### src/logic/scs_pkg.sv
/*
 sensor channel configuration: register map, reset values, field
 positions, measurement slots and sequencer states.
 assumes an 8-bit register port addressed by byte.
*/
package scs_pkg;

   // -----------------------------------------------------------------
   // register offsets
   // -----------------------------------------------------------------
   localparam logic [7:0] OFS_CHANNEL_LIST = 8'h01;
   localparam logic [7:0] OFS_LED_ONE_TWO = 8'h02;
   localparam logic [7:0] OFS_LED_THREE = 8'h03;
   localparam logic [7:0] OFS_ALIGNMENT = 8'h05;
   localparam logic [7:0] OFS_RESULT_FIRST = 8'h22;
   localparam logic [7:0] OFS_RESULT_LAST = 8'h2d;
   localparam logic [7:0] OFS_SEQ_STATUS = 8'h30;

   // -----------------------------------------------------------------
   // reset values and writable bits
   // -----------------------------------------------------------------
   localparam logic [7:0] RST_CHANNEL_LIST = 8'h00;
   localparam logic [7:0] RST_LED_ONE_TWO = 8'h21;
   localparam logic [7:0] RST_LED_THREE = 8'h04;
   localparam logic [7:0] RST_ALIGNMENT = 8'h00;
   localparam logic [7:0] MASK_CHANNEL_LIST = 8'h77;
   localparam logic [7:0] MASK_LED_ONE_TWO = 8'h77;
   localparam logic [7:0] MASK_LED_THREE = 8'h07;
   localparam logic [7:0] MASK_ALIGNMENT = 8'h70;

   // -----------------------------------------------------------------
   // field positions
   // -----------------------------------------------------------------
   localparam int BIT_PROX_ONE_ON = 0;
   localparam int BIT_PROX_TWO_ON = 1;
   localparam int BIT_PROX_THREE_ON = 2;
   localparam int BIT_VISIBLE_ON = 4;
   localparam int BIT_INFRARED_ON = 5;
   localparam int BIT_AUXILIARY_ON = 6;
   localparam int POS_DRIVERS_ONE = 0;
   localparam int POS_DRIVERS_TWO = 4;
   localparam int POS_DRIVERS_THREE = 0;
   localparam int BIT_PROX_ONE_LOW = 4;
   localparam int BIT_PROX_TWO_LOW = 5;
   localparam int BIT_PROX_THREE_LOW = 6;

   // -----------------------------------------------------------------
   // measurement slots, also result memory word index
   // -----------------------------------------------------------------
   localparam logic [2:0] SLOT_VISIBLE = 3'h0;
   localparam logic [2:0] SLOT_INFRARED = 3'h1;
   localparam logic [2:0] SLOT_PROX_ONE = 3'h2;
   localparam logic [2:0] SLOT_PROX_TWO = 3'h3;
   localparam logic [2:0] SLOT_PROX_THREE = 3'h4;
   localparam logic [2:0] SLOT_AUXILIARY = 3'h5;
   localparam int RESULT_WORDS = 6;

   typedef enum logic [1:0]
   {
      ST_IDLE = 2'b00,
      ST_PICK = 2'b01,
      ST_CONVERT = 2'b10,
      ST_STORE = 2'b11
   } scs_state_type;

endpackage

### src/logic/scs_mem_if.sv
/*
 result memory port bundle between sequencer, bus side and memory.
 assumes all users run on mclk.
*/
`timescale 1ns/10ps
interface scs_mem_if;
   logic wrEn;
   logic [2:0] wrAddr;
   logic [15:0] wrData;
   logic rdEn;
   logic [2:0] rdAddr;
   logic [15:0] rdData;

   modport user
   (
      output wrEn, wrAddr, wrData, rdEn, rdAddr,
      input rdData
   );
   modport memory
   (
      input wrEn, wrAddr, wrData, rdEn, rdAddr,
      output rdData
   );
endinterface

### src/logic/scs_result_mem.sv
/*
 six-word result store, one write and one registered read port.
 assumes a single clock and an active-low asynchronous reset.
*/
`timescale 1ns/10ps
module scs_result_mem
   import scs_pkg::*;
(
   input wire logic mclk,
   input wire logic arst_n,
   scs_mem_if.memory mem
);

   logic [15:0] store [0:RESULT_WORDS-1];
   logic [15:0] rdData_reg;

   // -----------------------------------------------------------------
   // write and read ports
   // -----------------------------------------------------------------
   always_ff @(posedge mclk)
   begin
      if (mem.wrEn)
      begin
         store[mem.wrAddr] <= mem.wrData;
      end
   end

   always_ff @(posedge mclk or negedge arst_n)
   begin
      if (!arst_n)
      begin
         rdData_reg <= 16'h0000;
      end
      else if (mem.rdEn)
      begin
         rdData_reg <= store[mem.rdAddr];
      end
   end

   assign mem.rdData = rdData_reg;

endmodule

### src/logic/scs_align.sv
/*
 picks sixteen of the seventeen converter bits and holds them.
 assumes load is one cycle and comes from mclk logic.
*/
`timescale 1ns/10ps
module scs_align
   import scs_pkg::*;
(
   input wire logic mclk,
   input wire logic arst_n,
   input wire logic load,
   input wire logic lowBits,
   input wire logic [16:0] sample,
   output logic [15:0] word
);

   logic [15:0] word_reg;

   // -----------------------------------------------------------------
   // alignment
   // -----------------------------------------------------------------
   always_ff @(posedge mclk or negedge arst_n)
   begin
      if (!arst_n)
      begin
         word_reg <= 16'h0000;
      end
      else if (load)
      begin
         word_reg <= lowBits ? sample[15:0] : sample[16:1];
      end
   end

   assign word = word_reg;

   a_align_low: assert property (
      @(posedge mclk) disable iff (!arst_n)
      load && lowBits |=> word == $past(sample[15:0]))
      else $error("low alignment lost");
   a_align_high: assert property (
      @(posedge mclk) disable iff (!arst_n)
      load && !lowBits |=> word == $past(sample[16:1]))
      else $error("high alignment lost");

endmodule

### src/logic/scs_channel_config.sv
/*
 channel configuration registers and the measurement sequencer that
 walks the enabled channels, pulses the chosen led drivers and stores
 aligned results.
 assumes a converter on mclk answering adcStart with a one-cycle
 adcDone and a 17-bit sample, and a register master on mclk.
*/
`timescale 1ns/10ps
// Summary of operation
// - channel list bit 6 measures auxiliary input into auxiliary result.
// - channel list bit 5 measures infrared light into infrared result.
// - channel list bit 4 measures visible light into visible result.
// - bits 0, 1, 2 enable proximity channels one, two, three.
// - led register one bits 2:0 pick drivers for proximity one.
// - led register one bits 6:4 pick drivers for proximity two.
// - led register three bits 2:0 pick drivers for proximity three.
// - alignment bit set reports low 16 bits, else upper 16.
module scs_channel_config
   import scs_pkg::*;
(
   input wire logic mclk,
   input wire logic arst_n,
   input wire logic [7:0] regAddr,
   input wire logic [7:0] regWrData,
   input wire logic regWrStrobe,
   input wire logic regRdStrobe,
   output logic [7:0] regRdData,
   input wire logic measureStart,
   output logic adcStart,
   output logic [2:0] adcChannel,
   input wire logic adcDone,
   input wire logic [16:0] adcSample,
   output logic [2:0] ledDrive,
   output logic seqBusy,
   output logic measureDone
);

   // -----------------------------------------------------------------
   // functions
   // -----------------------------------------------------------------
   function automatic logic slotOn(input logic [7:0] list,
                                   input logic [2:0] slot);
      case (slot)
         SLOT_VISIBLE: return list[BIT_VISIBLE_ON];
         SLOT_INFRARED: return list[BIT_INFRARED_ON];
         SLOT_PROX_ONE: return list[BIT_PROX_ONE_ON];
         SLOT_PROX_TWO: return list[BIT_PROX_TWO_ON];
         SLOT_PROX_THREE: return list[BIT_PROX_THREE_ON];
         SLOT_AUXILIARY: return list[BIT_AUXILIARY_ON];
         default: return 1'b0;
      endcase
   endfunction

   function automatic logic [2:0] slotLeds(input logic [7:0] oneTwo,
                                           input logic [7:0] three,
                                           input logic [2:0] slot);
      case (slot)
         SLOT_PROX_ONE: return oneTwo[POS_DRIVERS_ONE +: 3];
         SLOT_PROX_TWO: return oneTwo[POS_DRIVERS_TWO +: 3];
         SLOT_PROX_THREE: return three[POS_DRIVERS_THREE +: 3];
         default: return 3'h0;
      endcase
   endfunction

   function automatic logic slotLow(input logic [7:0] align,
                                    input logic [2:0] slot);
      case (slot)
         SLOT_PROX_ONE: return align[BIT_PROX_ONE_LOW];
         SLOT_PROX_TWO: return align[BIT_PROX_TWO_LOW];
         SLOT_PROX_THREE: return align[BIT_PROX_THREE_LOW];
         default: return 1'b0;
      endcase
   endfunction

   function automatic logic inResult(input logic [7:0] addr);
      return addr >= OFS_RESULT_FIRST && addr <= OFS_RESULT_LAST;
   endfunction

   // -----------------------------------------------------------------
   // declarations
   // -----------------------------------------------------------------
   logic [7:0] channel_enable_list_reg;
   logic [7:0] ledOneTwo_reg;
   logic [7:0] ledThree_reg;
   logic [7:0] align_reg;
   logic [7:0] cfgRd_reg;
   logic [7:0] cfgRd_next;
   logic rdValid_reg;
   logic rdFromMem_reg;
   logic rdHigh_reg;
   logic [7:0] resultIndex;
   scs_state_type state_reg;
   logic [2:0] slot_reg;
   logic adcStart_reg;
   logic [2:0] ledDrive_reg;
   logic done_reg;
   logic lastSlot;
   logic [15:0] alignedWord;
   logic ledThreeWritten_reg;

   scs_mem_if memBus ();

   // -----------------------------------------------------------------
   // configuration registers
   // -----------------------------------------------------------------
   always_ff @(posedge mclk or negedge arst_n)
   begin
      if (!arst_n)
      begin
         channel_enable_list_reg <= RST_CHANNEL_LIST;
         ledOneTwo_reg <= RST_LED_ONE_TWO;
         ledThree_reg <= RST_LED_THREE;
         align_reg <= RST_ALIGNMENT;
      end
      else if (regWrStrobe)
      begin
         case (regAddr)
            OFS_CHANNEL_LIST: channel_enable_list_reg <= regWrData & MASK_CHANNEL_LIST;
            OFS_LED_ONE_TWO: ledOneTwo_reg <= regWrData & MASK_LED_ONE_TWO;
            OFS_LED_THREE: ledThree_reg <= regWrData & MASK_LED_THREE;
            OFS_ALIGNMENT: align_reg <= regWrData & MASK_ALIGNMENT;
            default: ;
         endcase
      end
   end

   always_ff @(posedge mclk or negedge arst_n)
   begin
      if (!arst_n)
      begin
         ledThreeWritten_reg <= 1'b0;
      end
      else if (regWrStrobe && regAddr == OFS_LED_THREE)
      begin
         ledThreeWritten_reg <= 1'b1;
      end
   end

   // -----------------------------------------------------------------
   // read path
   // -----------------------------------------------------------------
   always_comb
   begin
      case (regAddr)
         OFS_CHANNEL_LIST: cfgRd_next = channel_enable_list_reg;
         OFS_LED_ONE_TWO: cfgRd_next = ledOneTwo_reg;
         OFS_LED_THREE: cfgRd_next = ledThree_reg;
         OFS_ALIGNMENT: cfgRd_next = align_reg;
         OFS_SEQ_STATUS: cfgRd_next = {7'h00, seqBusy};
         default: cfgRd_next = 8'h00;
      endcase
   end

   always_ff @(posedge mclk or negedge arst_n)
   begin
      if (!arst_n)
      begin
         cfgRd_reg <= 8'h00;
         rdValid_reg <= 1'b0;
         rdFromMem_reg <= 1'b0;
         rdHigh_reg <= 1'b0;
      end
      else
      begin
         rdValid_reg <= regRdStrobe;
         if (regRdStrobe)
         begin
            cfgRd_reg <= cfgRd_next;
            rdFromMem_reg <= inResult(regAddr);
            rdHigh_reg <= regAddr[0];
         end
      end
   end

   assign resultIndex = regAddr - OFS_RESULT_FIRST;
   assign memBus.rdEn = regRdStrobe && inResult(regAddr);
   assign memBus.rdAddr = resultIndex[3:1];

   assign regRdData = !rdValid_reg ? 8'h00 :
                      !rdFromMem_reg ? cfgRd_reg :
                      rdHigh_reg ? memBus.rdData[15:8] : memBus.rdData[7:0];

   // -----------------------------------------------------------------
   // measurement sequencer
   // -----------------------------------------------------------------
   assign lastSlot = slot_reg == SLOT_AUXILIARY;

   always_ff @(posedge mclk or negedge arst_n)
   begin
      if (!arst_n)
      begin
         state_reg <= ST_IDLE;
         slot_reg <= SLOT_VISIBLE;
      end
      else
      begin
         case (state_reg)
            ST_IDLE:
            begin
               if (measureStart && channel_enable_list_reg != 8'h00)
               begin
                  state_reg <= ST_PICK;
                  slot_reg <= SLOT_VISIBLE;
               end
            end
            ST_PICK:
            begin
               if (slotOn(channel_enable_list_reg, slot_reg))
               begin
                  state_reg <= ST_CONVERT;
               end
               else if (lastSlot)
               begin
                  state_reg <= ST_IDLE;
               end
               else
               begin
                  slot_reg <= slot_reg + 3'h1;
               end
            end
            ST_CONVERT:
            begin
               if (adcDone)
               begin
                  state_reg <= ST_STORE;
               end
            end
            ST_STORE:
            begin
               if (lastSlot)
               begin
                  state_reg <= ST_IDLE;
               end
               else
               begin
                  state_reg <= ST_PICK;
                  slot_reg <= slot_reg + 3'h1;
               end
            end
            default: state_reg <= ST_IDLE;
         endcase
      end
   end

   // -----------------------------------------------------------------
   // converter start and led drive
   // -----------------------------------------------------------------
   always_ff @(posedge mclk or negedge arst_n)
   begin
      if (!arst_n)
      begin
         adcStart_reg <= 1'b0;
         ledDrive_reg <= 3'h0;
      end
      else
      begin
         adcStart_reg <= state_reg == ST_PICK && slotOn(channel_enable_list_reg, slot_reg);
         if (state_reg == ST_PICK && slotOn(channel_enable_list_reg, slot_reg))
         begin
            ledDrive_reg <= slotLeds(ledOneTwo_reg, ledThree_reg,
                                     slot_reg);
         end
         else if (state_reg == ST_CONVERT && adcDone)
         begin
            ledDrive_reg <= 3'h0;
         end
      end
   end

   always_ff @(posedge mclk or negedge arst_n)
   begin
      if (!arst_n)
      begin
         done_reg <= 1'b0;
      end
      else
      begin
         done_reg <= lastSlot && (state_reg == ST_STORE ||
            (state_reg == ST_PICK && !slotOn(channel_enable_list_reg, slot_reg)));
      end
   end

   assign adcStart = adcStart_reg;
   assign adcChannel = slot_reg;
   assign ledDrive = ledDrive_reg;
   assign seqBusy = state_reg != ST_IDLE;
   assign measureDone = done_reg;

   // -----------------------------------------------------------------
   // alignment and result store
   // -----------------------------------------------------------------
   scs_align alignUnit
   (
      .mclk(mclk),
      .arst_n(arst_n),
      .load(state_reg == ST_CONVERT && adcDone),
      .lowBits(slotLow(align_reg, slot_reg)),
      .sample(adcSample),
      .word(alignedWord)
   );

   assign memBus.wrEn = state_reg == ST_STORE;
   assign memBus.wrAddr = slot_reg;
   assign memBus.wrData = alignedWord;

   scs_result_mem resultStore
   (
      .mclk(mclk),
      .arst_n(arst_n),
      .mem(memBus)
   );

   // -----------------------------------------------------------------
   // checks
   // -----------------------------------------------------------------
   a_aux_stored: assert property (
      @(posedge mclk) disable iff (!arst_n)
      state_reg == ST_STORE && slot_reg == SLOT_AUXILIARY
      |-> channel_enable_list_reg[BIT_AUXILIARY_ON])
      else $error("auxiliary stored while off");
   a_ir_measured: assert property (
      @(posedge mclk) disable iff (!arst_n)
      state_reg == ST_PICK && slot_reg == SLOT_INFRARED
      && channel_enable_list_reg[BIT_INFRARED_ON]
      |=> adcStart && adcChannel == SLOT_INFRARED)
      else $error("infrared not started");
   a_vis_skipped: assert property (
      @(posedge mclk) disable iff (!arst_n)
      state_reg == ST_PICK && slot_reg == SLOT_VISIBLE
      && !channel_enable_list_reg[BIT_VISIBLE_ON]
      |=> !adcStart && slot_reg == SLOT_INFRARED)
      else $error("visible measured while off");
   a_prox_store: assert property (
      @(posedge mclk) disable iff (!arst_n)
      memBus.wrEn |-> slotOn(channel_enable_list_reg, memBus.wrAddr)
      && $past(state_reg == ST_CONVERT && adcDone))
      else $error("proximity store mismatch");
   a_led_one: assert property (
      @(posedge mclk) disable iff (!arst_n)
      state_reg == ST_PICK && slot_reg == SLOT_PROX_ONE
      && channel_enable_list_reg[BIT_PROX_ONE_ON]
      |=> ledDrive == $past(ledOneTwo_reg[2:0]))
      else $error("proximity one drivers wrong");
   a_led_two: assert property (
      @(posedge mclk) disable iff (!arst_n)
      $rose(adcStart) && adcChannel == SLOT_PROX_TWO
      |-> ledDrive == $past(ledOneTwo_reg[6:4]))
      else $error("proximity two drivers wrong");
   a_led_three: assert property (
      @(posedge mclk) disable iff (!arst_n)
      $rose(adcStart) && adcChannel == SLOT_PROX_THREE
      |-> ledDrive == $past(ledThree_reg[2:0]))
      else $error("proximity three drivers wrong");
   a_led3_reset: assert property (
      @(posedge mclk) disable iff (!arst_n)
      regRdStrobe && regAddr == OFS_LED_THREE && !ledThreeWritten_reg
      && !regWrStrobe |=> regRdData == RST_LED_THREE)
      else $error("led three reset value wrong");
   a_reserved_zero: assert property (
      @(posedge mclk) disable iff (!arst_n)
      regRdStrobe && regAddr == OFS_ALIGNMENT
      |=> (regRdData & ~MASK_ALIGNMENT) == 8'h00)
      else $error("reserved bits not zero");

endmodule

### config.mk
export PLATFORM = sky130hd
export DESIGN_NAME = scs_channel_config
export DESIGN_NICKNAME = d
export VERILOG_FILES = /design/src/logic/scs_pkg.sv /design/src/logic/scs_mem_if.sv /design/src/logic/scs_result_mem.sv /design/src/logic/scs_align.sv /design/src/logic/scs_channel_config.sv
export SDC_FILE = /design/constraint.sdc
export NUM_CORES = 1
export LEC_CHECK = 0
export BUFFER_PORTS_ARGS = -buffer_cell sky130_fd_sc_hd__buf_2
export CORE_MARGIN = 2
export CORE_UTILIZATION = 60
export CTS_BUF_LIST = sky130_fd_sc_hd__clkbuf_8
export DETAILED_ROUTE_END_ITERATION = 10
export PLACE_DENSITY = 0.89
export SETUP_SLACK_MARGIN = 0.15
export SLEW_MARGIN = 15
export SYNTH_ARGS = -nofsm -noshare
export SYNTH_HDL_FRONTEND = slang
export SYNTH_SLANG_ARGS = --single-unit
### constraint.sdc
create_clock -name mclk -period 6.9 [get_ports mclk]
set_input_delay 0.345 -clock mclk [delete_from_list [all_inputs] [get_ports mclk]]
set_output_delay 0.345 -clock mclk [all_outputs]
set_load 0.02 [all_outputs]
Word-level counts from Yosys, hierarchy flattened
Memory sizes are Yosys's and may differ from the RTL's. A register that Yosys moved wholly into a read port is not among the register bits. Cells that the tools add are included.

Register bits after elaboration: 55. Bits of input ports: 39. Memories kept: 1. Output and inout bits: 17. Logic and storage cells: 81. Bits in latches: 0. Memory bits (read-only): 0. Memory bits (writable): 96.

Memory list: resultStore.store (words 6, width 16, rd ports 1, clocked after Yosys merged registers in 1, wr ports 1, line scs_result_mem.sv:14) `logic [15:0] store [0:RESULT_WORDS-1];`.

Divide/modulo/power cells: 0. Reductions and logical operators: 22. Multipliers: 0. Shift-type cells: 0. Magnitude comparators: 2. Multiplexer cells: 23. $add $sub $neg: 2. Equality and inequality tests: 17. Bitwise operators: 0.

Operators with widths (number): $pmux 7 s5 (1); $mux 8 (3); $pmux 3 s3 (2); $eq 8x2->1 const B (2); $mux 16 (1); $mux 3 (5); $eq 8x1->1 const B (1); $eq 8x3->1 const B (1); $eq 8x6->1 const B (1); $ge 8x6->1 const B (1); $le 8x6->1 const B (1); $mux 2 (4); $pmux 2 s4 (1); $reduce_and 2->1 (4); $reduce_bool 8->1 (1); $logic_and 1x1->1 (7); $eq 3x2->1 const B (2); $eq 3x3->1 const B (2); $ne 2x2->1 const B (3); $pmux 1 s6 (1); $reduce_and 3->1 (2); $eq 2x2->1 const B (2); $mux 1 (4); $reduce_bool 2->1 (2); 11 further kinds (12).

Depth between registers and ports, before layout
Gate-level depths: netlist of run 1.

Depth in word-level cells: 6. Gate-level depth with buffers: 10. Depth with buffers taken out: 6.

By module
Synthesis of run 1 repeated with hierarchy kept, for this count alone.

Cells, all modules: 476. Area, all modules: 7166.9 um^2.

Modules (own cells, without submodules): scs_result_mem (cells each 212, sequential area each 3283.1 um^2, times used 1, area an instance 4255.3 um^2); scs_channel_config (cells each 195, sequential area each 929.6 um^2, times used 1, area an instance 2165.8 um^2); scs_align (cells each 69, sequential area each 400.4 um^2, times used 1, area an instance 745.7 um^2).

Worst setup path after synthesis of run 1
No wires, ideal clock.

Path type: register to register. Start point: register slot_reg[2] (netlist: adcChannel[2]). End point: memory resultStore.store[0][0] (enable). Path slack: 3974 ps. Clock period less this slack: 2926 ps. Data required time: 6470 ps. Path buffers: 2. Setup time: 430 ps. Arrival: 2496 ps. Stages on the path, launching flop included: 4. Cell sequence: dfrtp_1 -> buf_2 -> clkbuf_1 -> nor4_1.

RTL lines: from (decl) (line scs_channel_config.sv:93) `logic [2:0] slot_reg;`; from (signal assigned) (line scs_channel_config.sv:218) `slot_reg <= slot_reg + 3'h1;`; from (signal assigned) (line scs_channel_config.sv:237) `slot_reg <= slot_reg + 3'h1;`; to (decl) (line scs_result_mem.sv:14).

Straight into the memory's write port.

Worst setup path in the final report of run 1
Start point: register slot_reg[2] (netlist: adcChannel[2]). End point: register alignUnit.word_reg[15] (netlist: alignUnit.word[15]).

Cells in the longest elaborated chain, start to end: 3. Elaborated cells on any way between the ends: 5. Classes of those cells: 3 x eq/ne; 2 x mux.

Ends and longest elaborated chain: $eq 3x3->1 / $eq 3x2->1 (equally long branches) (line scs_channel_config.sv:67) `case (slot)`; $pmux 1 s3 * (line scs_channel_config.sv:67); $mux 16 * (line scs_align.sv:30) `word_reg <= lowBits ? sample[15:0] : sample[16:1];`; to (signal assigned) (line scs_align.sv:30); to (decl) (line scs_align.sv:17) `logic [15:0] word_reg;`.

Every way passes the cells marked *; elsewhere a longest branch is shown, timed or not. A chain may end at the register's enable or synchronous reset.

==> reports/results.txt, run 1 <==
RSZ-0062 raised after global routing -> false
post-synth top area share -> 0.403
Crit Path Max Fanout -> 19
Final Max Tran Viols -> 0
ranking of synthesized cells by area -> edfxtp_1 40%, dfrtp_1 23%, mux2i_1 6.2%
Syn Nets -> 534
Avg Inst Size Synth -> 14.6 sq um
number of synthesized register bits -> 165
diode count -> 0
Final min period -> 2.75 ns
Synth Flop Type -> edfxtp_1
initial antenna violation count -> 0
first-pass GRT wire length -> 22.5 mm
clk_lat worst skew -> 0.45 ns
nets -> 587
post-CTS setup buffers -> 0
TritonCTS Buffers -> 17
cell area after layout -> 0.00793 sq mm
Layout area overhead -> 10.8%
Worst Setup Start Kind -> register
wire per inst -> 20.3 um
period utilization -> 0.399
largest net degree at the start of global routing -> 70
total grt overflow -> 0
WP data required -> 7.23 ns
synth unique cells -> 59
Initial Utilization -> 0.621
H-tree level count -> 4
Num Clock Sinks -> 165
failing checks -> DRC
Setup crit end kind -> register
Clock Skew -> 0.0119 ns
filler cell count -> 767
total die area -> 0.0128 sq mm
routed wire length -> 14.2 mm
Area after DPL -> 0.00755 sq mm
Max IR drop VDD -> 0.000184 V
most common library cell in the layout ignoring fill and taps -> edfxtp_1
Hold Buf Count CTS -> 0
Slew HR -> 0.312
area of the mapped netlist -> 0.00716 sq mm
row count -> 39
Die H -> 113 um
worst hold-check path type -> input pin to register
CP arrival -> 3.08 ns
Post-synth EDFFs -> 96
commonest non-fill, non-tap cells in the layout -> 96 x edfxtp_1, 66 x dfrtp_1, 53 x buf_2
max_cap viols -> 0
Initial DRC Count -> 388
kind of critical path -> register to register
IO Port Bufs -> 53
max FFs per register -> 96
DIE WIDTH -> 113 um
clock buffer depth -> 2
vias per cell -> 6.10
IO Pins -> 56
total global-route track usage -> 0.235
Least-Margin Pin Slew -> 1.03 ns
Hold Vio Cnt, Final -> 0
Antenna Nets Post-Route -> 0
sequential-to-total area share from yosys stat -> 0.645
Root Driver -> clkbuf_8
Syn Inst Count -> 489
detailed-route via count -> 4,258
Pleak -> 3.21 nW
setup violators final -> 0
post-cts sizing count -> 0
CTS tree -> yes
core box area -> 0.0115 sq mm
Max Clk Rate -> 363 MHz
ys async rst share -> 0.418
layout cell share with drive strength beyond 1 -> 0.285
DP HPWL -> 9.48 mm
Setup TNS Final -> 0 ns
synth warn -> 0
Final Wtd Congestion -> 0.889
vias in the first global route -> 4,259
Post-route DRC -> 4
status -> finished, violations left
PwrDens -> 286 mW/mm^2
Pre-Repair DR Iteration Count -> 8
Yosys top cell by area -> edfxtp_1
Reg clk slew, reported paths -> 0.08 ns
## cells in the mapped netlist, types with 6 or more instances
master     n
o211a_1    6
o21ai_0   39
mux2i_1   44
edfxtp_1  96
nor2_1    20
inv_1     10
ha_1       6
buf_2      6
a21oi_1    7
dfrtp_1   66
nand2_1   51
mux2_2    37
mux4_2    16
clkbuf_1  12
## power breakdown
group | internal (W) | switching, W
registers | 0.00116 | 0.000116
clock network | 0.000292 | 0.000340
logic | 0.000144 | 0.000211
total | 0.00160 | 0.000667
## per-layer routing
layer  part of all wire  track usage  up-vias
li1                   -            -     1963
met1               0.43        0.313     2136
met2               0.50        0.386      142
met3              0.053       0.0573       17
met4              0.014       0.0789        0
met5                  0            0        -
## critical path: stages, from the launching register on
cell	delay [ns]
dfrtp_1	0.66
inv_1	0.26
ha_1	0.31
a22oi_1	0.16
o32ai_4	0.85
mux2i_1	0.28
o21ai_0	0.10
## area by class of cell
cell class / instances / area, sq um / area share
flip-flops and latches: 165 / 4610 / 0.582
clock inverters: 14 / 111 / 0.0140
inverters: 10 / 37.5 / 0.00473
clock buffers: 18 / 248 / 0.0312
repair buffers: 59 / 318 / 0.0401
well taps: 143 / 179 / 0.0226
multi-input cells: 289 / 2420 / 0.306
## path summary, 6_finish.rpt
| check | cells after the start | slack [ns] | to | start |
|---|---|---|---|---|
| setup / recovery | 6 | 4.15 | alignUnit.word[15] | adcChannel[2] |
| hold / removal | 1 | 0.10 | rdValid_reg | regRdStrobe |
| setup reg to reg | 6 | 4.15 | alignUnit.word[15] | adcChannel[2] |
| hold reg to reg | 1 | 0.50 | cfgRd_reg[1] | cfgRd_reg[1] |
| max in group asynchronous | 2 | 6.22 | ledOneTwo_reg[2] | arst_n |
| min in group asynchronous | 2 | 0.11 | resultStore.mem.rdData[7] | arst_n |
## stage by stage
stage          std cells  total power [W]   util  worst slack, ns  hold slack (ns)
3_5_place_dp         665          0.00165  0.656             3.65            0.483
3_3_place_gp         665          0.00161  0.656             3.74            0.475
6_report             698          0.00227  0.689             4.15            0.103
2_1_floorplan        489          0.00150      -             3.97           0.0494
4_1_cts              697          0.00227  0.687             4.11           0.0931
5_1_grt              698          0.00236  0.689             3.92           0.0976
## kinds of logic (layout without fill, tap and decap cells)
family	after synthesis	in the layout	share of synthesized area
buffers and inverters	35	101	0.0236
multiplexers	97	97	0.170
AO/OA/AOI/OAI	80	80	0.0782
XOR/XNOR	1	1	0.00122
flip-flops	165	165	0.645
AND/OR/NAND/NOR	105	105	0.0719
adder cells (fa/ha/maj)	6	6	0.0105
Note: power is estimated with default switching activity, not from simulation.
==> run 2: changes to the inputs <==
==> constraint.sdc (replaced) <==
create_clock -name mclk -period 2.67 [get_ports mclk]
set_input_delay 0.1335 -clock mclk [delete_from_list [all_inputs] [get_ports mclk]]
set_output_delay 0.1335 -clock mclk [all_outputs]
set_load 0.02 [all_outputs]
==> run 2 against run 1 <==
The run still ends with DRC left. Worst hold slack worse by 0.090 ns. Sequential power grew to 2.5 times the previous value. Power rose to 2.6 times the previous value. Clock power rose to 2.7 times the previous value. Highest routed layer unchanged.
==> reports/results.txt, run 2 (synthesis gave the netlist of run 1 again) <==
internal power -> 0.00418 W (+160%)
Worst Setup Start Kind -> register
Pre-Repair DR Iteration Count -> 8 (unchanged)
max FFs per register -> 96 (unchanged)
Pleak -> 3.36 nW (+4.5%)
diode count -> 0 (unchanged)
wire per inst -> 19.5 um (-3.8%)
DP HPWL -> 9.53 mm (+0.54%)
Die H -> 113 um (unchanged)
Clock Power Share -> 0.284 (+0.005)
switching pwr -> 0.00175 W (+160%)
vias per cell -> 6.00 (-1.6%)
DP Worst Slack -> 0.296 ns (-3.35 ns)
setup violators final -> 0 (unchanged)
Net Sw Frac -> 0.295 (+0.000599)
vias in the first global route -> 4,499 (+5.6%)
initial antenna violation count -> 0 (unchanged)
proportion of power drawn by combinational gates -> 0.166 (+0.010)
most common library cell in the layout ignoring fill and taps -> edfxtp_1
max_cap viols -> 0 (unchanged)
filler cell count -> 706 (-8.0%)
nets -> 621 (+5.8%)
largest net degree at the start of global routing -> 36 (-49%)
clk_lat worst skew -> 0.46 ns (about the same)
H-tree level count -> 4 (unchanged)
Crit Path Max Fanout -> 7 (-12)
Clock Skew -> 0.0151 ns (+0.00316 ns)
DIE WIDTH -> 113 um (unchanged)
Slew HR -> 0.589 (+0.277)
WP data required -> 3.06 ns (-4.17 ns)
Worst Slack Setup Final -> 0.293 ns (-3.86 ns)
Num Clock Sinks -> 165 (unchanged)
IO Port Bufs -> 53 (unchanged)
Initial Utilization -> 0.621 (unchanged)
worst hold-check path type -> input pin to register
Reg area -> 0.00461 sq mm (unchanged)
failing checks -> DRC
part of the power in registers -> 0.550 (-0.014)
Final Wtd Congestion -> 0.898 (+1.0%)
Least-Margin Pin Slew -> 0.617 ns (-0.414 ns)
Setup crit end kind -> register
total grt overflow -> 0 (unchanged)
total die area -> 0.0128 sq mm (unchanged)
Root Driver -> clkbuf_8
Final Max Tran Viols -> 0 (unchanged)
Post-route DRC -> 4 (unchanged)
PwrDens -> 718 mW/mm^2 (+150%)
post-cts sizing count -> 0 (unchanged)
total global-route track usage -> 0.240 (+0.00534)
core box area -> 0.0115 sq mm (unchanged)
fin util -> 0.716 (+0.0279)
detailed-route via count -> 4,392 (+3.1%)
Hold Vio Cnt, Final -> 0 (unchanged)
Tot Pwr -> 0.00592 W (+160%)
Antenna Nets Post-Route -> 0 (unchanged)
Final min period -> 2.38 ns (-0.375 ns)
Initial DRC Count -> 469 (+21%)
multi-input logic area -> 0.00240 sq mm (-0.72%)
clock buffer depth -> 2 (unchanged)
row count -> 39 (unchanged)
TritonCTS Buffers -> 17 (unchanged)
period utilization -> 0.890 (+0.492)
CP arrival -> 2.76 ns (-0.32 ns)
Max Clk Rate -> 421 MHz (+16%)
CTS tree -> yes
layout cell share with drive strength beyond 1 -> 0.285 (+0.000545)
IO Pins -> 56 (unchanged)
kind of critical path -> register to register
first-pass GRT wire length -> 23.3 mm (+3.5%)
Reg clk slew, reported paths -> 0.10 ns (+0.02 ns)
routed wire length -> 14.3 mm (+0.83%)
Layout area overhead -> 15.3%
Max IR drop VDD -> 0.000584 V (+220%)
Setup TNS Final -> 0 ns (unchanged)
commonest non-fill, non-tap cells in the layout -> 96 x edfxtp_1, 66 x dfrtp_1, 53 x buf_2
status -> finished, violations left
RSZ-0062 raised after global routing -> false
## run 2: per-layer routing
metal | part of all wire | vias up | global-route usage
li1 | - | 2026 | -
met1 | 0.42 | 2190 | 0.324
met2 | 0.49 | 148 | 0.381
met3 | 0.062 | 28 | 0.0600
met4 | 0.025 | 0 | 0.0967
met5 | 0 | - | 0
## run 2: final timing paths
check,start,end,slack (ns),cells after the start
worst min-delay path,adcSample[5],alignUnit.word[5],0.01,3
worst min register to register,resultStore.mem.rdData[15],resultStore.mem.rdData[15],0.51,1
max in group asynchronous,arst_n,alignUnit.word[7],1.72,3
worst max-delay path,adcChannel[0],ledDrive[0],0.29,7
worst max register to register,adcChannel[0],ledDrive[0],0.29,7
min in group asynchronous,arst_n,cfgRd_reg[5],0.17,2
## run 2: repair_timing
item,4_1_cts,5_1_grt
hold buffers,25,0
setup buffers,0,1
setup endpoints to repair,0,2
endpoints found under the hold margin,55,0
## run 2: critical path, cell delays in order, from the launching register on
cell and delay (ns):
dfrtp_1 0.48, inv_1 0.26, ha_1 0.33, a222oi_1 0.11, buf_4 0.16, o211ai_1 0.42, and2_0 0.32, mux2i_1 0.23
## run 2: cell type report
cell class	count	share of cell area
Clock inverter	14	0.0155
Sequential cell	165	0.559
Multi-Input combinational cell	289	0.291
Clock buffer	18	0.0300
Inverter	10	0.00455
Timing Repair Buffer	93	0.0776
Tap cell	143	0.0217
## run 2: through the flow
step | area, sq um | hold WS [ns] | instances
floorplan | 7160 | -0.162 | 489
global placement | 7620 | 0.114 | 674
detailed placement | 7620 | 0.121 | 674
CTS | 8240 | 0.000866 | 731
global route | 8250 | 0.0137 | 732
finish | 8250 | 0.0125 | 732
## run 2: power by group through the flow
stage,registers (W),logic (W),clock network [W]
finish,0.00326,0.000982,0.00168
global route,0.00330,0.00107,0.00180
CTS,0.00326,0.000972,0.00170
detailed placement,0.00331,0.000934,0
global placement,0.00328,0.000887,0
floorplan,0.00324,0.000635,0
